==> config.mk <==
export PLATFORM = sky130hd
export DESIGN_NAME = rtt_top
export DESIGN_NICKNAME = d
export VERILOG_FILES = /design/src/rtt_unused_guard.sv /design/src/rtt_pkg.sv /design/src/rtt_top.sv
export VERILOG_INCLUDE_DIRS = /design/src
export SDC_FILE = /design/constraint.sdc
export NUM_CORES = 1
export LEC_CHECK = 0
export BUFFER_PORTS_ARGS = -buffer_cell sky130_fd_sc_hd__buf_2
export CAP_MARGIN = 20
export CELL_PAD_IN_SITES_DETAIL_PLACEMENT = 1
export CELL_PAD_IN_SITES_GLOBAL_PLACEMENT = 1
export CORE_MARGIN = 3
export CORE_UTILIZATION = 47
export DETAILED_ROUTE_END_ITERATION = 8
export GPL_ROUTABILITY_DRIVEN = 0
export PLACE_DENSITY_LB_ADDON = 0.1
export SLEW_MARGIN = 10
export SYNTH_ARGS = -nofsm -noshare
export SYNTH_HDL_FRONTEND = slang
export SYNTH_SLANG_ARGS = --single-unit
==> constraint.sdc <==
create_clock -name clk -period 6.6 [get_ports clk]
set_clock_uncertainty 0.2 [all_clocks]
set_input_delay 1.32 -clock clk [delete_from_list [all_inputs] [get_ports clk]]
set_output_delay 1.32 -clock clk [all_outputs]
set_load 0.005 [all_outputs]
==> src/rtt_regs.svh <==
// register offsets, reset values and timing figures of the radio tuning bank
`ifndef RTT_REGS_SVH
`define RTT_REGS_SVH
// register indices; byte address is four times the index
`define RTT_IDX_TXPWR 16'h2d3c
`define RTT_IDX_SIGNAL_STRENGTH_OFFSET 16'h2d3d
`define RTT_IDX_ACKTIM 16'h2d46
`define RTT_IDX_TSTMODE 16'h2d68
`define RTT_IDX_IDLEDLY 16'h2d70
`define RTT_IDX_ANTDLY 16'h2d7a
`define RTT_IDX_ANTCON 16'h2d7b
`define RTT_IDX_RF_INIT_DATA 16'h2d7c
`define RTT_IDX_RFCTL 16'h2d80
`define RTT_IDX_TXLEN 16'h2d81
`define RTT_IDX_STATUS 16'h2d82
`define RTT_IDX_THRESH 16'h2d83
// field positions
`define RTT_TST_CONTINUOUS_TX_SEL 0
`define RTT_TST_CARRIER 1
`define RTT_TST_CONTINUOUS_RX_SEL 2
`define RTT_CTL_RFON 0
`define RTT_CTL_OSCON 1
`define RTT_CTL_TXTRG 2
`define RTT_CTL_RXTRG 3
// reset values
`define RTT_RST_SIGNAL_STRENGTH_OFFSET 8'hf6
`define RTT_RST_IDLEDLY 6'h01
`define RTT_RST_ANTDLY 8'h72
`define RTT_RST_ACKTIM 8'h22
`define RTT_RST_TXLEN 8'h05
// timing
`define RTT_CLK_NS 8
`define RTT_SETTLE_UNIT_NS 500000
`define RTT_ANT_STEP_NS 1000
`define RTT_BYTE_NS 32000
`define RTT_SETTLE_UNIT_CYC ((`RTT_SETTLE_UNIT_NS + `RTT_CLK_NS - 1) / `RTT_CLK_NS)
`define RTT_ANT_STEP_CYC (`RTT_ANT_STEP_NS / `RTT_CLK_NS)
`define RTT_BYTE_CYC (`RTT_BYTE_NS / `RTT_CLK_NS)
`endif

==> src/rtt_unused_guard.sv <==
// spare unit: holds no logic
`default_nettype none
`default_nettype wire

==> src/rtt_pkg.sv <==
// types of the radio tuning and test mode register bank
`default_nettype none
package rtt_pkg;
   typedef enum logic [2:0] {
      RTT_OFF = 3'b000,
      RTT_SETTLE = 3'b001,
      RTT_IDLE = 3'b010,
      RTT_TX = 3'b011,
      RTT_RX = 3'b100
   } rtt_state_e;
   typedef struct packed {
      logic cyc;
      logic stb;
      logic we;
      logic [17:0] adr;
      logic [3:0] sel;
      logic [31:0] dat;
   } rtt_wb_req_s;
   typedef struct packed {
      logic valid;
      logic [7:0] level;
   } rtt_meas_s;
endpackage : rtt_pkg
`default_nettype wire

==> src/rtt_top.sv <==
// radio tuning, test mode and antenna switch register bank with its sequencing
`include "rtt_regs.svh"
`default_nettype none
module rtt_top
   import rtt_pkg::*;
#(
   parameter int SETTLE_UNIT_CYC = `RTT_SETTLE_UNIT_CYC
)
(
   // clock and reset
   input wire logic clk,
   input wire logic srst,
   // wishbone slave
   input wire rtt_wb_req_s wb_req,
   output logic wb_ack_o,
   output logic [31:0] wb_dat_o,
   // front end measurement and receive status
   input wire rtt_meas_s meas,
   input wire logic rx_frame_done_pin,
   input wire logic auto_ack_en,
   input wire logic port0_pin4_gpio,
   // front end controls
   output logic [4:0] tx_power_level_o,
   output logic carrier_only_sel_o,
   output logic [15:0] rf_init_data_o,
   output logic rf_init_strobe_o,
   output logic [7:0] ack_reply_delay_o,
   output logic [7:0] rssi_result_o,
   output logic rssi_valid_o,
   output logic rx_level_ok_o,
   output logic cca_busy_o,
   output logic [7:0] tx_mem_addr_o,
   output logic tx_active_o,
   output logic rx_active_o,
   output logic idle_event_o,
   output logic port0_pin4
);
   localparam logic [12:0] ANT_STEP = 13'(`RTT_ANT_STEP_CYC);
   localparam logic [12:0] BYTE_CYC = 13'(`RTT_BYTE_CYC);

   // ----------------------------------------------------------------
   // registers
   // ----------------------------------------------------------------
   logic [4:0] tx_power_level_r;
   logic [7:0] signal_strength_offset_r;
   logic [7:0] ack_timing_r;
   logic continuous_tx_sel_r;
   logic carrier_only_sel_r;
   logic continuous_rx_sel_r;
   logic [5:0] idle_delay_setting_r;
   logic [7:0] antenna_switch_delay_r;
   logic antenna_switch_output_enable_r;
   logic [7:0] rf_init_low_r;
   logic [15:0] rf_init_data_r;
   logic rf_init_strobe_r;
   logic rf_power_on_request_r;
   logic osc_power_on_request_r;
   logic [7:0] tx_frame_length_r;
   logic [7:0] rx_thresh_r;
   logic [7:0] cca_thresh_r;
   logic tx_trigger_r;
   logic rx_trigger_r;
   logic ack_r;
   logic [31:0] rdata_r;
   rtt_state_e state_r;
   logic antenna_switch_signal_r;

   logic wr;
   logic rd;
   logic [15:0] idx;
   assign idx = wb_req.adr[17:2];
   assign wr = wb_req.cyc & wb_req.stb & wb_req.we & ~ack_r;
   assign rd = wb_req.cyc & wb_req.stb & ~wb_req.we & ~ack_r;

   function automatic logic lane0(input logic [15:0] i, input logic [15:0] want);
      lane0 = (i == want);
   endfunction : lane0

   // ----------------------------------------------------------------
   // bus handshake: one wait-free answer per request
   // ----------------------------------------------------------------
   always_ff @(posedge clk)
   begin
      if (srst)
         ack_r <= 1'b0;
      else
         ack_r <= wb_req.cyc & wb_req.stb & ~ack_r;
   end

   // ----------------------------------------------------------------
   // configuration writes
   // ----------------------------------------------------------------
   always_ff @(posedge clk)
   begin
      if (srst)
      begin
         tx_power_level_r <= 5'h00;
         signal_strength_offset_r <= `RTT_RST_SIGNAL_STRENGTH_OFFSET;
         ack_timing_r <= `RTT_RST_ACKTIM;
         continuous_tx_sel_r <= 1'b0;
         carrier_only_sel_r <= 1'b0;
         continuous_rx_sel_r <= 1'b0;
         idle_delay_setting_r <= `RTT_RST_IDLEDLY;
         antenna_switch_delay_r <= `RTT_RST_ANTDLY;
         antenna_switch_output_enable_r <= 1'b0;
         rf_power_on_request_r <= 1'b0;
         osc_power_on_request_r <= 1'b0;
         tx_frame_length_r <= `RTT_RST_TXLEN;
         rx_thresh_r <= 8'h00;
         cca_thresh_r <= 8'h00;
      end
      else if (wr && wb_req.sel[0])
      begin
         // only assigned bits are stored
         case (idx)
            `RTT_IDX_TXPWR: tx_power_level_r <= wb_req.dat[4:0];
            `RTT_IDX_SIGNAL_STRENGTH_OFFSET: signal_strength_offset_r <= wb_req.dat[7:0];
            `RTT_IDX_ACKTIM: ack_timing_r <= wb_req.dat[7:0];
            `RTT_IDX_TSTMODE:
            begin
               continuous_tx_sel_r <= wb_req.dat[`RTT_TST_CONTINUOUS_TX_SEL];
               carrier_only_sel_r <= wb_req.dat[`RTT_TST_CARRIER];
               continuous_rx_sel_r <= wb_req.dat[`RTT_TST_CONTINUOUS_RX_SEL];
            end
            `RTT_IDX_IDLEDLY: idle_delay_setting_r <= wb_req.dat[5:0];
            `RTT_IDX_ANTDLY: antenna_switch_delay_r <= wb_req.dat[7:0];
            `RTT_IDX_ANTCON: antenna_switch_output_enable_r <= wb_req.dat[0];
            `RTT_IDX_RFCTL:
            begin
               rf_power_on_request_r <= wb_req.dat[`RTT_CTL_RFON];
               osc_power_on_request_r <= wb_req.dat[`RTT_CTL_OSCON];
            end
            `RTT_IDX_TXLEN: tx_frame_length_r <= wb_req.dat[7:0];
            `RTT_IDX_THRESH:
            begin
               rx_thresh_r <= wb_req.dat[7:0];
               if (wb_req.sel[1])
                  cca_thresh_r <= wb_req.dat[15:8];
            end
            default: ;
         endcase
      end
   end

   // triggers are write-one pulses and read back as zero
   always_ff @(posedge clk)
   begin
      if (srst)
      begin
         tx_trigger_r <= 1'b0;
         rx_trigger_r <= 1'b0;
      end
      else
      begin
         tx_trigger_r <= wr & wb_req.sel[0] & lane0(idx, `RTT_IDX_RFCTL)
            & wb_req.dat[`RTT_CTL_TXTRG];
         rx_trigger_r <= wr & wb_req.sel[0] & lane0(idx, `RTT_IDX_RFCTL)
            & wb_req.dat[`RTT_CTL_RXTRG];
      end
   end

   // init word: low lane is held, the high lane commits the word
   always_ff @(posedge clk)
   begin
      if (srst)
      begin
         rf_init_low_r <= 8'h00;
         rf_init_data_r <= 16'h0000;
         rf_init_strobe_r <= 1'b0;
      end
      else if (state_r == RTT_OFF)
      begin
         rf_init_low_r <= 8'h00;
         rf_init_data_r <= 16'h0000;
         rf_init_strobe_r <= 1'b0;
      end
      else
      begin
         rf_init_strobe_r <= 1'b0;
         if (wr && lane0(idx, `RTT_IDX_RF_INIT_DATA))
         begin
            if (wb_req.sel[0])
               rf_init_low_r <= wb_req.dat[7:0];
            if (wb_req.sel[1])
            begin
               rf_init_data_r <= {wb_req.dat[15:8],
                  wb_req.sel[0] ? wb_req.dat[7:0] : rf_init_low_r};
               rf_init_strobe_r <= 1'b1;
            end
         end
      end
   end

   // ----------------------------------------------------------------
   // sequencing of power-up, transmit and receive
   // ----------------------------------------------------------------
   logic rx_s1_r;
   logic rx_s2_r;
   logic rx_s3_r;
   logic rx_done;
   always_ff @(posedge clk)
   begin
      if (srst)
      begin
         rx_s1_r <= 1'b0;
         rx_s2_r <= 1'b0;
         rx_s3_r <= 1'b0;
      end
      else
      begin
         rx_s1_r <= rx_frame_done_pin;
         rx_s2_r <= rx_s1_r;
         rx_s3_r <= rx_s2_r;
      end
   end
   assign rx_done = rx_s2_r & ~rx_s3_r;

   logic [31:0] unit_cnt_r;
   logic [5:0] unit_num_r;
   logic [12:0] step_cnt_r;
   logic [7:0] step_num_r;
   logic [7:0] byte_num_r;
   logic idle_event_r;
   logic powered;
   logic [7:0] last_byte;
   assign powered = rf_power_on_request_r | osc_power_on_request_r;
   assign last_byte = tx_frame_length_r - 8'd3;

   always_ff @(posedge clk)
   begin
      if (srst)
      begin
         state_r <= RTT_OFF;
         unit_cnt_r <= 32'd0;
         unit_num_r <= 6'd0;
         step_cnt_r <= 13'd0;
         step_num_r <= 8'd0;
         byte_num_r <= 8'd0;
         idle_event_r <= 1'b0;
         antenna_switch_signal_r <= 1'b0;
      end
      else
      begin
         idle_event_r <= 1'b0;
         if (!powered)
         begin
            state_r <= RTT_OFF;
            antenna_switch_signal_r <= 1'b0;
         end
         else
         begin
            case (state_r)
               RTT_OFF:
               begin
                  state_r <= RTT_SETTLE;
                  unit_cnt_r <= 32'd0;
                  unit_num_r <= 6'd0;
               end
               RTT_SETTLE:
               begin
                  if (unit_num_r >= idle_delay_setting_r)
                  begin
                     state_r <= RTT_IDLE;
                     idle_event_r <= 1'b1;
                  end
                  else if (unit_cnt_r == 32'(SETTLE_UNIT_CYC - 1))
                  begin
                     unit_cnt_r <= 32'd0;
                     unit_num_r <= unit_num_r + 6'd1;
                  end
                  else
                     unit_cnt_r <= unit_cnt_r + 32'd1;
               end
               RTT_IDLE:
               begin
                  antenna_switch_signal_r <= 1'b0;
                  step_cnt_r <= 13'd0;
                  step_num_r <= 8'd0;
                  byte_num_r <= 8'd0;
                  if (tx_trigger_r)
                     state_r <= RTT_TX;
                  else if (rx_trigger_r)
                     state_r <= RTT_RX;
               end
               RTT_TX:
               begin
                  if (step_num_r >= antenna_switch_delay_r)
                     antenna_switch_signal_r <= 1'b1;
                  else if (step_cnt_r == ANT_STEP - 13'd1)
                     step_num_r <= step_num_r + 8'd1;
                  if (step_cnt_r == BYTE_CYC - 13'd1)
                  begin
                     step_cnt_r <= 13'd0;
                     if (step_num_r >= antenna_switch_delay_r)
                     begin
                        if (byte_num_r >= last_byte)
                        begin
                           byte_num_r <= 8'd0;
                           if (!continuous_tx_sel_r)
                              state_r <= RTT_IDLE;
                        end
                        else
                           byte_num_r <= byte_num_r + 8'd1;
                     end
                  end
                  else if (step_cnt_r == ANT_STEP - 13'd1 &&
                     step_num_r < antenna_switch_delay_r)
                     step_cnt_r <= 13'd0;
                  else
                     step_cnt_r <= step_cnt_r + 13'd1;
               end
               RTT_RX:
               begin
                  if (rx_done && !continuous_rx_sel_r)
                     state_r <= RTT_IDLE;
               end
               default: state_r <= RTT_OFF;
            endcase
         end
      end
   end

   // ----------------------------------------------------------------
   // measurement offset and threshold compare
   // ----------------------------------------------------------------
   logic [7:0] adj_level;
   assign adj_level = meas.level + signal_strength_offset_r;

   always_ff @(posedge clk)
   begin
      if (srst)
      begin
         rssi_result_o <= 8'h00;
         rssi_valid_o <= 1'b0;
         rx_level_ok_o <= 1'b0;
         cca_busy_o <= 1'b0;
      end
      else
      begin
         rssi_valid_o <= meas.valid;
         if (meas.valid)
         begin
            rssi_result_o <= adj_level;
            rx_level_ok_o <= $signed(adj_level) >= $signed(rx_thresh_r);
            cca_busy_o <= $signed(adj_level) >= $signed(cca_thresh_r);
         end
      end
   end

   // ----------------------------------------------------------------
   // read data and front end outputs
   // ----------------------------------------------------------------
   always_ff @(posedge clk)
   begin
      if (srst)
         rdata_r <= 32'h0000_0000;
      else if (rd)
      begin
         case (idx)
            `RTT_IDX_TXPWR: rdata_r <= {27'h0, tx_power_level_r};
            `RTT_IDX_SIGNAL_STRENGTH_OFFSET: rdata_r <= {24'h0, signal_strength_offset_r};
            `RTT_IDX_ACKTIM: rdata_r <= {24'h0, ack_timing_r};
            `RTT_IDX_TSTMODE: rdata_r <= {29'h0, continuous_rx_sel_r,
               carrier_only_sel_r, continuous_tx_sel_r};
            `RTT_IDX_IDLEDLY: rdata_r <= {26'h0, idle_delay_setting_r};
            `RTT_IDX_ANTDLY: rdata_r <= {24'h0, antenna_switch_delay_r};
            `RTT_IDX_ANTCON: rdata_r <= {31'h0, antenna_switch_output_enable_r};
            `RTT_IDX_RFCTL: rdata_r <= {30'h0, osc_power_on_request_r,
               rf_power_on_request_r};
            `RTT_IDX_TXLEN: rdata_r <= {24'h0, tx_frame_length_r};
            `RTT_IDX_STATUS: rdata_r <= {20'h0, byte_num_r,
               antenna_switch_signal_r, state_r};
            `RTT_IDX_THRESH: rdata_r <= {16'h0, cca_thresh_r, rx_thresh_r};
            default: rdata_r <= 32'h0000_0000;
         endcase
      end
   end

   always_ff @(posedge clk)
   begin
      if (srst)
      begin
         tx_power_level_o <= 5'h00;
         carrier_only_sel_o <= 1'b0;
         ack_reply_delay_o <= 8'h00;
         tx_mem_addr_o <= 8'h00;
         tx_active_o <= 1'b0;
         rx_active_o <= 1'b0;
         port0_pin4 <= 1'b0;
      end
      else
      begin
         tx_power_level_o <= tx_power_level_r;
         carrier_only_sel_o <= carrier_only_sel_r;
         ack_reply_delay_o <= auto_ack_en ? ack_timing_r : 8'h00;
         tx_mem_addr_o <= byte_num_r;
         tx_active_o <= (state_r == RTT_TX);
         rx_active_o <= (state_r == RTT_RX);
         port0_pin4 <= antenna_switch_output_enable_r ?
            antenna_switch_signal_r : port0_pin4_gpio;
      end
   end

   assign wb_ack_o = ack_r;
   assign wb_dat_o = rdata_r;
   assign rf_init_data_o = rf_init_data_r;
   assign rf_init_strobe_o = rf_init_strobe_r;
   assign idle_event_o = idle_event_r;
endmodule : rtt_top
`default_nettype wire

==> flow_metrics.py, run 1 <==
metrics = {
    "placed_design": {
        "dp.final_hpwl_um": 23700,
        "port_buffers": 121,
        "dp_slack_ps": 2240,
        "postPlaceCellArea_mm2": 0.0117,
    },
    "setup_path": {
        "crit_fanout": 24,
        "cp-start-kind": "flip-flop",
        "end_kind": "flip-flop",
        "required_ps": 6850,
        "worstSetupPathType": "flip-flop to flip-flop",
        "reg2reg_slack_ps": 2610,
        "cp.arrival_ps": 4240,
    },
    "synth": {
        "ys_seq_area_frac": 0.401,
        "synthArstFlopShare": 0,
        "ys_ff_latch": 220,
        "ys.flop_type": "dfxtp_1",
        "syn_area_per_cell_um2": 8.51,
        "syn_area_mm2": 0.0110,
        "synthCells": 1292,
        "synth.yosys.warnings": 0,
        "ys_types": 79,
        "synth-edff-count": 0,
    },
    "status": {
        "status": "finished, final reports clean",
    },
    "finish": {
        "n_antenna_cell": 0,
        "syn_to_final_growth_pct": 15.3,
        "multi_input_area_mm2": 0.00609,
        "utilization": 0.555,
        "nets": 1508,
        "layout_common_cells": "dfxtp_1 (220), nor2_1 (148), nand2_1 (131), buf_2 (120), a21oi_1 (77)",
        "final_common_cell": "dfxtp_1",
        "fillCellCount": 2786,
        "drive_gt1_frac": 0.146,
        "register_area_mm2": 0.00440,
        "finish.instance_area_mm2": 0.0127,
    },
    "clocking": {
        "htreeDepth": 1,
        "hold_buffers": 0,
        "clock-sinks": 220,
        "numCtsBuffers": 25,
        "post_cts_buffers": 0,
        "root_buffer": "clkbuf_16",
        "clock_path_buffers": 3,
        "path_clk_slew_ps": 60,
        "cts_tree": "done",
        "cts_resized": 0,
        "clk_latency_ps": 540,
    },
    "die": {
        "rows": 55,
        "core_area_mm2": 0.0228,
        "die-area_mm2": 0.0253,
        "dieHeight_um": 159,
        "start_util": 0.481,
        "io_pins": 158,
        "dieWidth_um": 159,
    },
    "global_route": {
        "grt_pass1_wl_um": 53500,
        "grt_pass1_vias": 10014,
        "grt_max_degree": 71,
        "track_usage": 0.255,
        "antenna_found_initial": 0,
        "grt-ovfl-total": 0,
    },
    "sta": {
        "worst_hold_slack_ps": 248,
        "slew_headroom": 0.283,
        "rsz0062_at_grt": "no",
        "worst_slack_ps": 2610,
        "finalMaxSlewViolations": 0,
        "setup_viol": 0,
        "fin_crit_ps": 3990,
        "tns_ps": 0,
        "worst_pin_slew_ps": 1080,
        "hold_viol": 0,
        "fmax_ghz": 0.251,
        "min_period_over_period": 0.604,
    },
    "routing": {
        "wire_per_inst_um": 19.3,
        "route.vias.total": 9843,
        "top_layer": "met4",
        "viasPerCell": 5.74,
        "drtIter0Drc": 558,
        "wl_met3_um": 2180,
        "ant_nets": 0,
        "firstDrtPassIters": 5,
        "dr_wl_met2_um": 15000,
        "drc": 0,
        "wl_um": 33100,
        "drt-met1-wl_um": 15100,
    },
    "run": {
        "maxCapViolCount": 0,
    },
    "power_and_ir_drop": {
        "ir_drop_mv": 0.190,
        "power_leakage_nw": 5.13,
        "p_per_area_mw_per_mm2": 238,
    },
    "worst_hold_path": {
        "hold_path_class": "flip-flop to flip-flop",
    },
}
-- cell usage after synthesis (5+ instances only) --
library cell,count,area [µm²]
nand2_1,131,492
nand2b_1,15,93.8
nor3_1,18,90.1
o21ai_0,34,170
a21oi_1,77,385
nor2b_1,20,125
xnor2_1,12,105
nor2_1,148,556
a222oi_1,5,50.1
nand3_1,76,380
a31oi_1,7,43.8
a22o_1,5,43.8
ha_1,52,651
nor3b_1,7,52.6
clkbuf_1,44,165
dfxtp_1,220,4400
o21a_1,6,45.0
mux2i_1,69,691
buf_4,18,135
or4_1,7,52.6
or3_1,20,125
o31ai_1,8,60.1
buf_2,9,45.0
and4_1,6,52.6
and3_1,18,113
a22oi_1,18,135
nor4_1,12,75.1
inv_1,51,191
buf_1,6,22.5
xor2_1,30,263
a21o_1,9,67.6
mux2_2,9,101
o32ai_1,7,61.3
nand4_1,30,188
and2_1,17,106
-- report_power, final --
part	total (W)	switching (W)	internal, W	leakage [nW]
Sequential	0.00134	0.00000330	0.00134	1.78
Combinational	0.000147	0.0000943	0.0000527	2.90
Clock	0.00153	0.000562	0.000972	0.452
-- metrics by stage --
step | instances | total power [W]
2_1_floorplan | 1307 | 0.00146
3_3_place_gp | 1670 | 0.00151
3_5_place_dp | 1670 | 0.00151
4_1_cts | 1715 | 0.00305
5_1_grt | 1715 | 0.00313
6_report | 1715 | 0.00302
-- kinds of logic (layout without fill, tap and decap cells) --
family | count (synthesis) | after routing | share of synthesized area
other | 1 | 16 | 0.000341
AND/OR/NAND/NOR | 557 | 557 | 0.256
XOR/XNOR | 42 | 42 | 0.0335
multiplexers | 78 | 78 | 0.0720
adder cells (fa/ha/maj) | 53 | 53 | 0.0610
AO/OA/AOI/OAI | 211 | 211 | 0.124
buffers and inverters | 130 | 225 | 0.0529
flip-flops | 220 | 220 | 0.401
-- sequential cells by signal, indices dropped and copies added (netlist names), 13 cells and up --
register,flops
unit_cnt_r,32
step_cnt_r,13
wb_dat_o,16
rf_init_data_o,16
-- final timing paths --
kind                                                      startpoint                         endpoint  cells past startpoint
worst max-delay path            idle_delay_setting_r[5]$_SDFFE_PP0P_      unit_cnt_r[30]$_SDFFE_PP0P_                      8
worst min-delay path                 rf_init_data_o[11]$_SDFFE_PP0P_  rf_init_data_o[11]$_SDFFE_PP0P_                      2
worst max register to register  idle_delay_setting_r[5]$_SDFFE_PP0P_      unit_cnt_r[30]$_SDFFE_PP0P_                      8
worst min register to register       rf_init_data_o[11]$_SDFFE_PP0P_  rf_init_data_o[11]$_SDFFE_PP0P_                      2
-- layer usage --
| metal | GRT usage | vias to the layer above |
|---|---|---|
| li1 | - | 4718 |
| met1 | 0.348 | 4762 |
| met2 | 0.423 | 305 |
| met3 | 0.0455 | 58 |
| met4 | 0.0633 | 0 |
| met5 | 0 | - |
-- critical path, stage by stage, from the launching register on --
cell     delay, ps
dfxtp_1        400
inv_1           70
ha_1           310
a211o_1        320
a311o_1        300
nand3_1        550
nand4_1        820
or4_1          770
a21oi_1        160
-- final cells by class --
class | count | share of cell area
clock inverter | 6 | 0.0108
timing repair buffer | 129 | 0.0527
tap | 313 | 0.0309
clock buffer | 39 | 0.0622
inverter | 51 | 0.0151
multi-input combinational | 957 | 0.481
sequential | 220 | 0.348
(Power assumes the default switching activity.)
==> run 2: changes to the inputs <==
Settings changed: CORE_UTILIZATION 47 to 43.
Clock period 6.6 ns to 3.85 ns, I/O delays scaled along.
==> run 2 against run 1 <==
Net effect:
- register-to-register slack worse by 2100 ps
- critical path depth up 3
- combinational power grew 74%
- via count increased by 0.10%
- core utilization down 3.8 points
- global-route usage is 1.8 points lower
- sequential power increased by 72%
- critical path type unchanged
- largest cell class unchanged
==> flow_metrics.py, run 2 (synthesized netlist as in run 1, its figures left out) <==
metrics = {
    "status": {
        "status": "finished, final reports clean",
    },
    "setup_path": {
        "cp_common_cell": "a21oi_1",
        "critPathMaxStageDelay_ps": 730,
        "cp.arrival_ps": 3640,
        "r2r_start": "tx_frame_length_r[2]$_SDFFE_PP1P_",
        "crit_family": "simple AND/OR/NAND/NOR gates",
        "cp-start-kind": "flip-flop",
        "crit_fanout": 9,
        "r2r-end": "state_r[2]$_SDFFE_PP0P_",
        "end_kind": "flip-flop",
        "required_ps": 4100,
        "path_cells": "a21oi_1 -> nor3b_1 -> nand2_1 -> xor2_1 -> ha_1 -> o21ai_0 -> o211ai_1 -> a21oi_2 -> or4b_2 -> or2_2 -> a21oi_1",
        "reg2reg_slack_ps": 460,
        "worstSetupPathType": "flip-flop to flip-flop",
        "cp_num_buf_inv": 0,
        "r2r_cells": 11,
        "cp_slowest_cell": "or4b_2",
    },
    "power_and_ir_drop": {
        "finalPower_w": 0.00510,
        "p_clk_frac": 0.499,
        "seqPwrFrac": 0.450,
        "power.share.switching": 0.227,
        "power_frac_comb": 0.050,
        "ir_drop_mv": 0.290,
        "power_leakage_nw": 5.20,
        "p_per_area_mw_per_mm2": 399,
        "power.internal_w": 0.00394,
        "switching_power_w": 0.00116,
    },
    "clocking": {
        "cts_resized": 0,
        "htreeDepth": 1,
        "clk_latency_ps": 530,
        "hold_buffers": 0,
        "cts_tree": "done",
        "numCtsBuffers": 26,
        "root_buffer": "clkbuf_16",
        "path_clk_slew_ps": 60,
        "clock_path_buffers": 3,
        "post_cts_buffers": 0,
        "clock-sinks": 220,
    },
    "die": {
        "io_pins": 158,
        "dieWidth_um": 166,
        "die-area_mm2": 0.0275,
        "rows": 57,
        "dieHeight_um": 166,
        "start_util": 0.444,
        "core_area_mm2": 0.0247,
    },
    "run": {
        "maxCapViolCount": 0,
    },
    "routing": {
        "viasPerCell": 5.65,
        "drc": 0,
        "wl_um": 33700,
        "drtIter0Drc": 530,
        "route.vias.total": 9853,
        "wire_per_inst_um": 19.3,
        "firstDrtPassIters": 5,
        "ant_nets": 0,
    },
    "finish": {
        "stdcell_count": 1743,
        "nets": 1524,
        "drive_gt1_frac": 0.156,
        "utilization": 0.516,
        "n_antenna_cell": 0,
        "finish.instance_area_mm2": 0.0128,
        "layout_common_cells": "dfxtp_1 (220), nor2_1 (148), nand2_1 (131), buf_2 (120), a21oi_1 (77)",
        "regMostFlops": "unit_cnt_r",
        "syn_to_final_growth_pct": 16.2,
        "final_common_cell": "dfxtp_1",
        "largest_register_ffs": 32,
    },
    "global_route": {
        "grt_pass1_wl_um": 54100,
        "grt-ovfl-total": 0,
        "antenna_found_initial": 0,
        "grt_pass1_vias": 9879,
        "grt_max_degree": 123,
        "track_usage": 0.237,
    },
    "sta": {
        "fmax_ghz": 0.295,
        "hold_viol": 0,
        "fin_crit_ps": 3390,
        "finalMaxSlewViolations": 0,
        "min_period_over_period": 0.880,
        "tns_ps": 0,
        "rsz0062_at_grt": "no",
        "worst_pin_slew_ps": 905,
        "slew_headroom": 0.393,
        "setup_viol": 0,
    },
    "worst_hold_path": {
        "whs_path_depth": 1,
        "min_from": "rx_s1_r$_SDFF_PP0_",
        "min_to": "rx_s2_r$_SDFF_PP0_",
        "hold_path_class": "flip-flop to flip-flop",
    },
    "placed_design": {
        "dp.cells": 1695,
        "postPlaceCellArea_mm2": 0.0119,
        "dp.final_hpwl_um": 24200,
        "port_buffers": 121,
    },
}
==> run 2: cell count changes in the layout (fill, tap and decap cells not counted) <==
| cell | before | now |
|---|---|---|
| clkbuf_1 | 3 | 4 |
| bufinv_16 | 4 | 3 |
| clkinv_2 | 0 | 8 |
| buf_4 | 9 | 22 |
| buf_12 | 0 | 1 |
| clkbuf_16 | 25 | 27 |
| buf_8 | 0 | 1 |
| clkbuf_8 | 11 | 4 |
| clkinvlp_4 | 1 | 0 |
==> run 2: final cells by class <==
cell class | instances | area, µm²
clock buffer | 35 | 746
clock inverter | 12 | 139
fill | 2978 | 12000
inverter | 51 | 191
multi-input combinational | 957 | 6090
sequential | 220 | 4400
tap | 324 | 405
timing repair buffer | 144 | 801
==> run 2: power by group through the flow <==
| stage | Combinational (W) | Sequential (W) | Clock (W) |
|---|---|---|---|
| 2_1_floorplan | 0.000158 | 0.00235 | 0 |
| 3_3_place_gp | 0.000247 | 0.00235 | 0 |
| 3_5_place_dp | 0.000254 | 0.00235 | 0 |
| 4_1_cts | 0.000256 | 0.00230 | 0.00260 |
| 5_1_grt | 0.000284 | 0.00230 | 0.00270 |
| 6_report | 0.000256 | 0.00230 | 0.00254 |
==> run 2: through the flow <==
| stage | hold slack [ps] | setup slack (ps) |
|---|---|---|
| final | 244 | 463 |
| after global routing | 266 | 241 |
| after CTS | 253 | 436 |
| after detailed placement | 227 | 129 |
| after global placement | 235 | 212 |
| after floorplan | 214 | 461 |
==> run 2: worst max path at each step <==
stage	start	to	slack [ps]	depth (start not counted)
floorplan	meas[0]	cca_busy_o$_SDFFE_PP0P_	460	13
global placement	meas[0]	cca_busy_o$_SDFFE_PP0P_	210	14
detailed placement	meas[0]	cca_busy_o$_SDFFE_PP0P_	130	15
CTS	tx_frame_length_r[2]$_SDFFE_PP1P_	state_r[2]$_SDFFE_PP0P_	440	11
global route	tx_frame_length_r[0]$_SDFFE_PP1P_	state_r[2]$_SDFFE_PP0P_	240	11
finish	tx_frame_length_r[2]$_SDFFE_PP1P_	state_r[2]$_SDFFE_PP0P_	460	11
==> run 2: per-layer routing <==
layer,share of wire,vias up,track usage
li1,-,4755,-
met1,0.47,4790,0.340
met2,0.45,264,0.374
met3,0.065,44,0.0409
met4,0.018,0,0.0564
met5,0,-,0
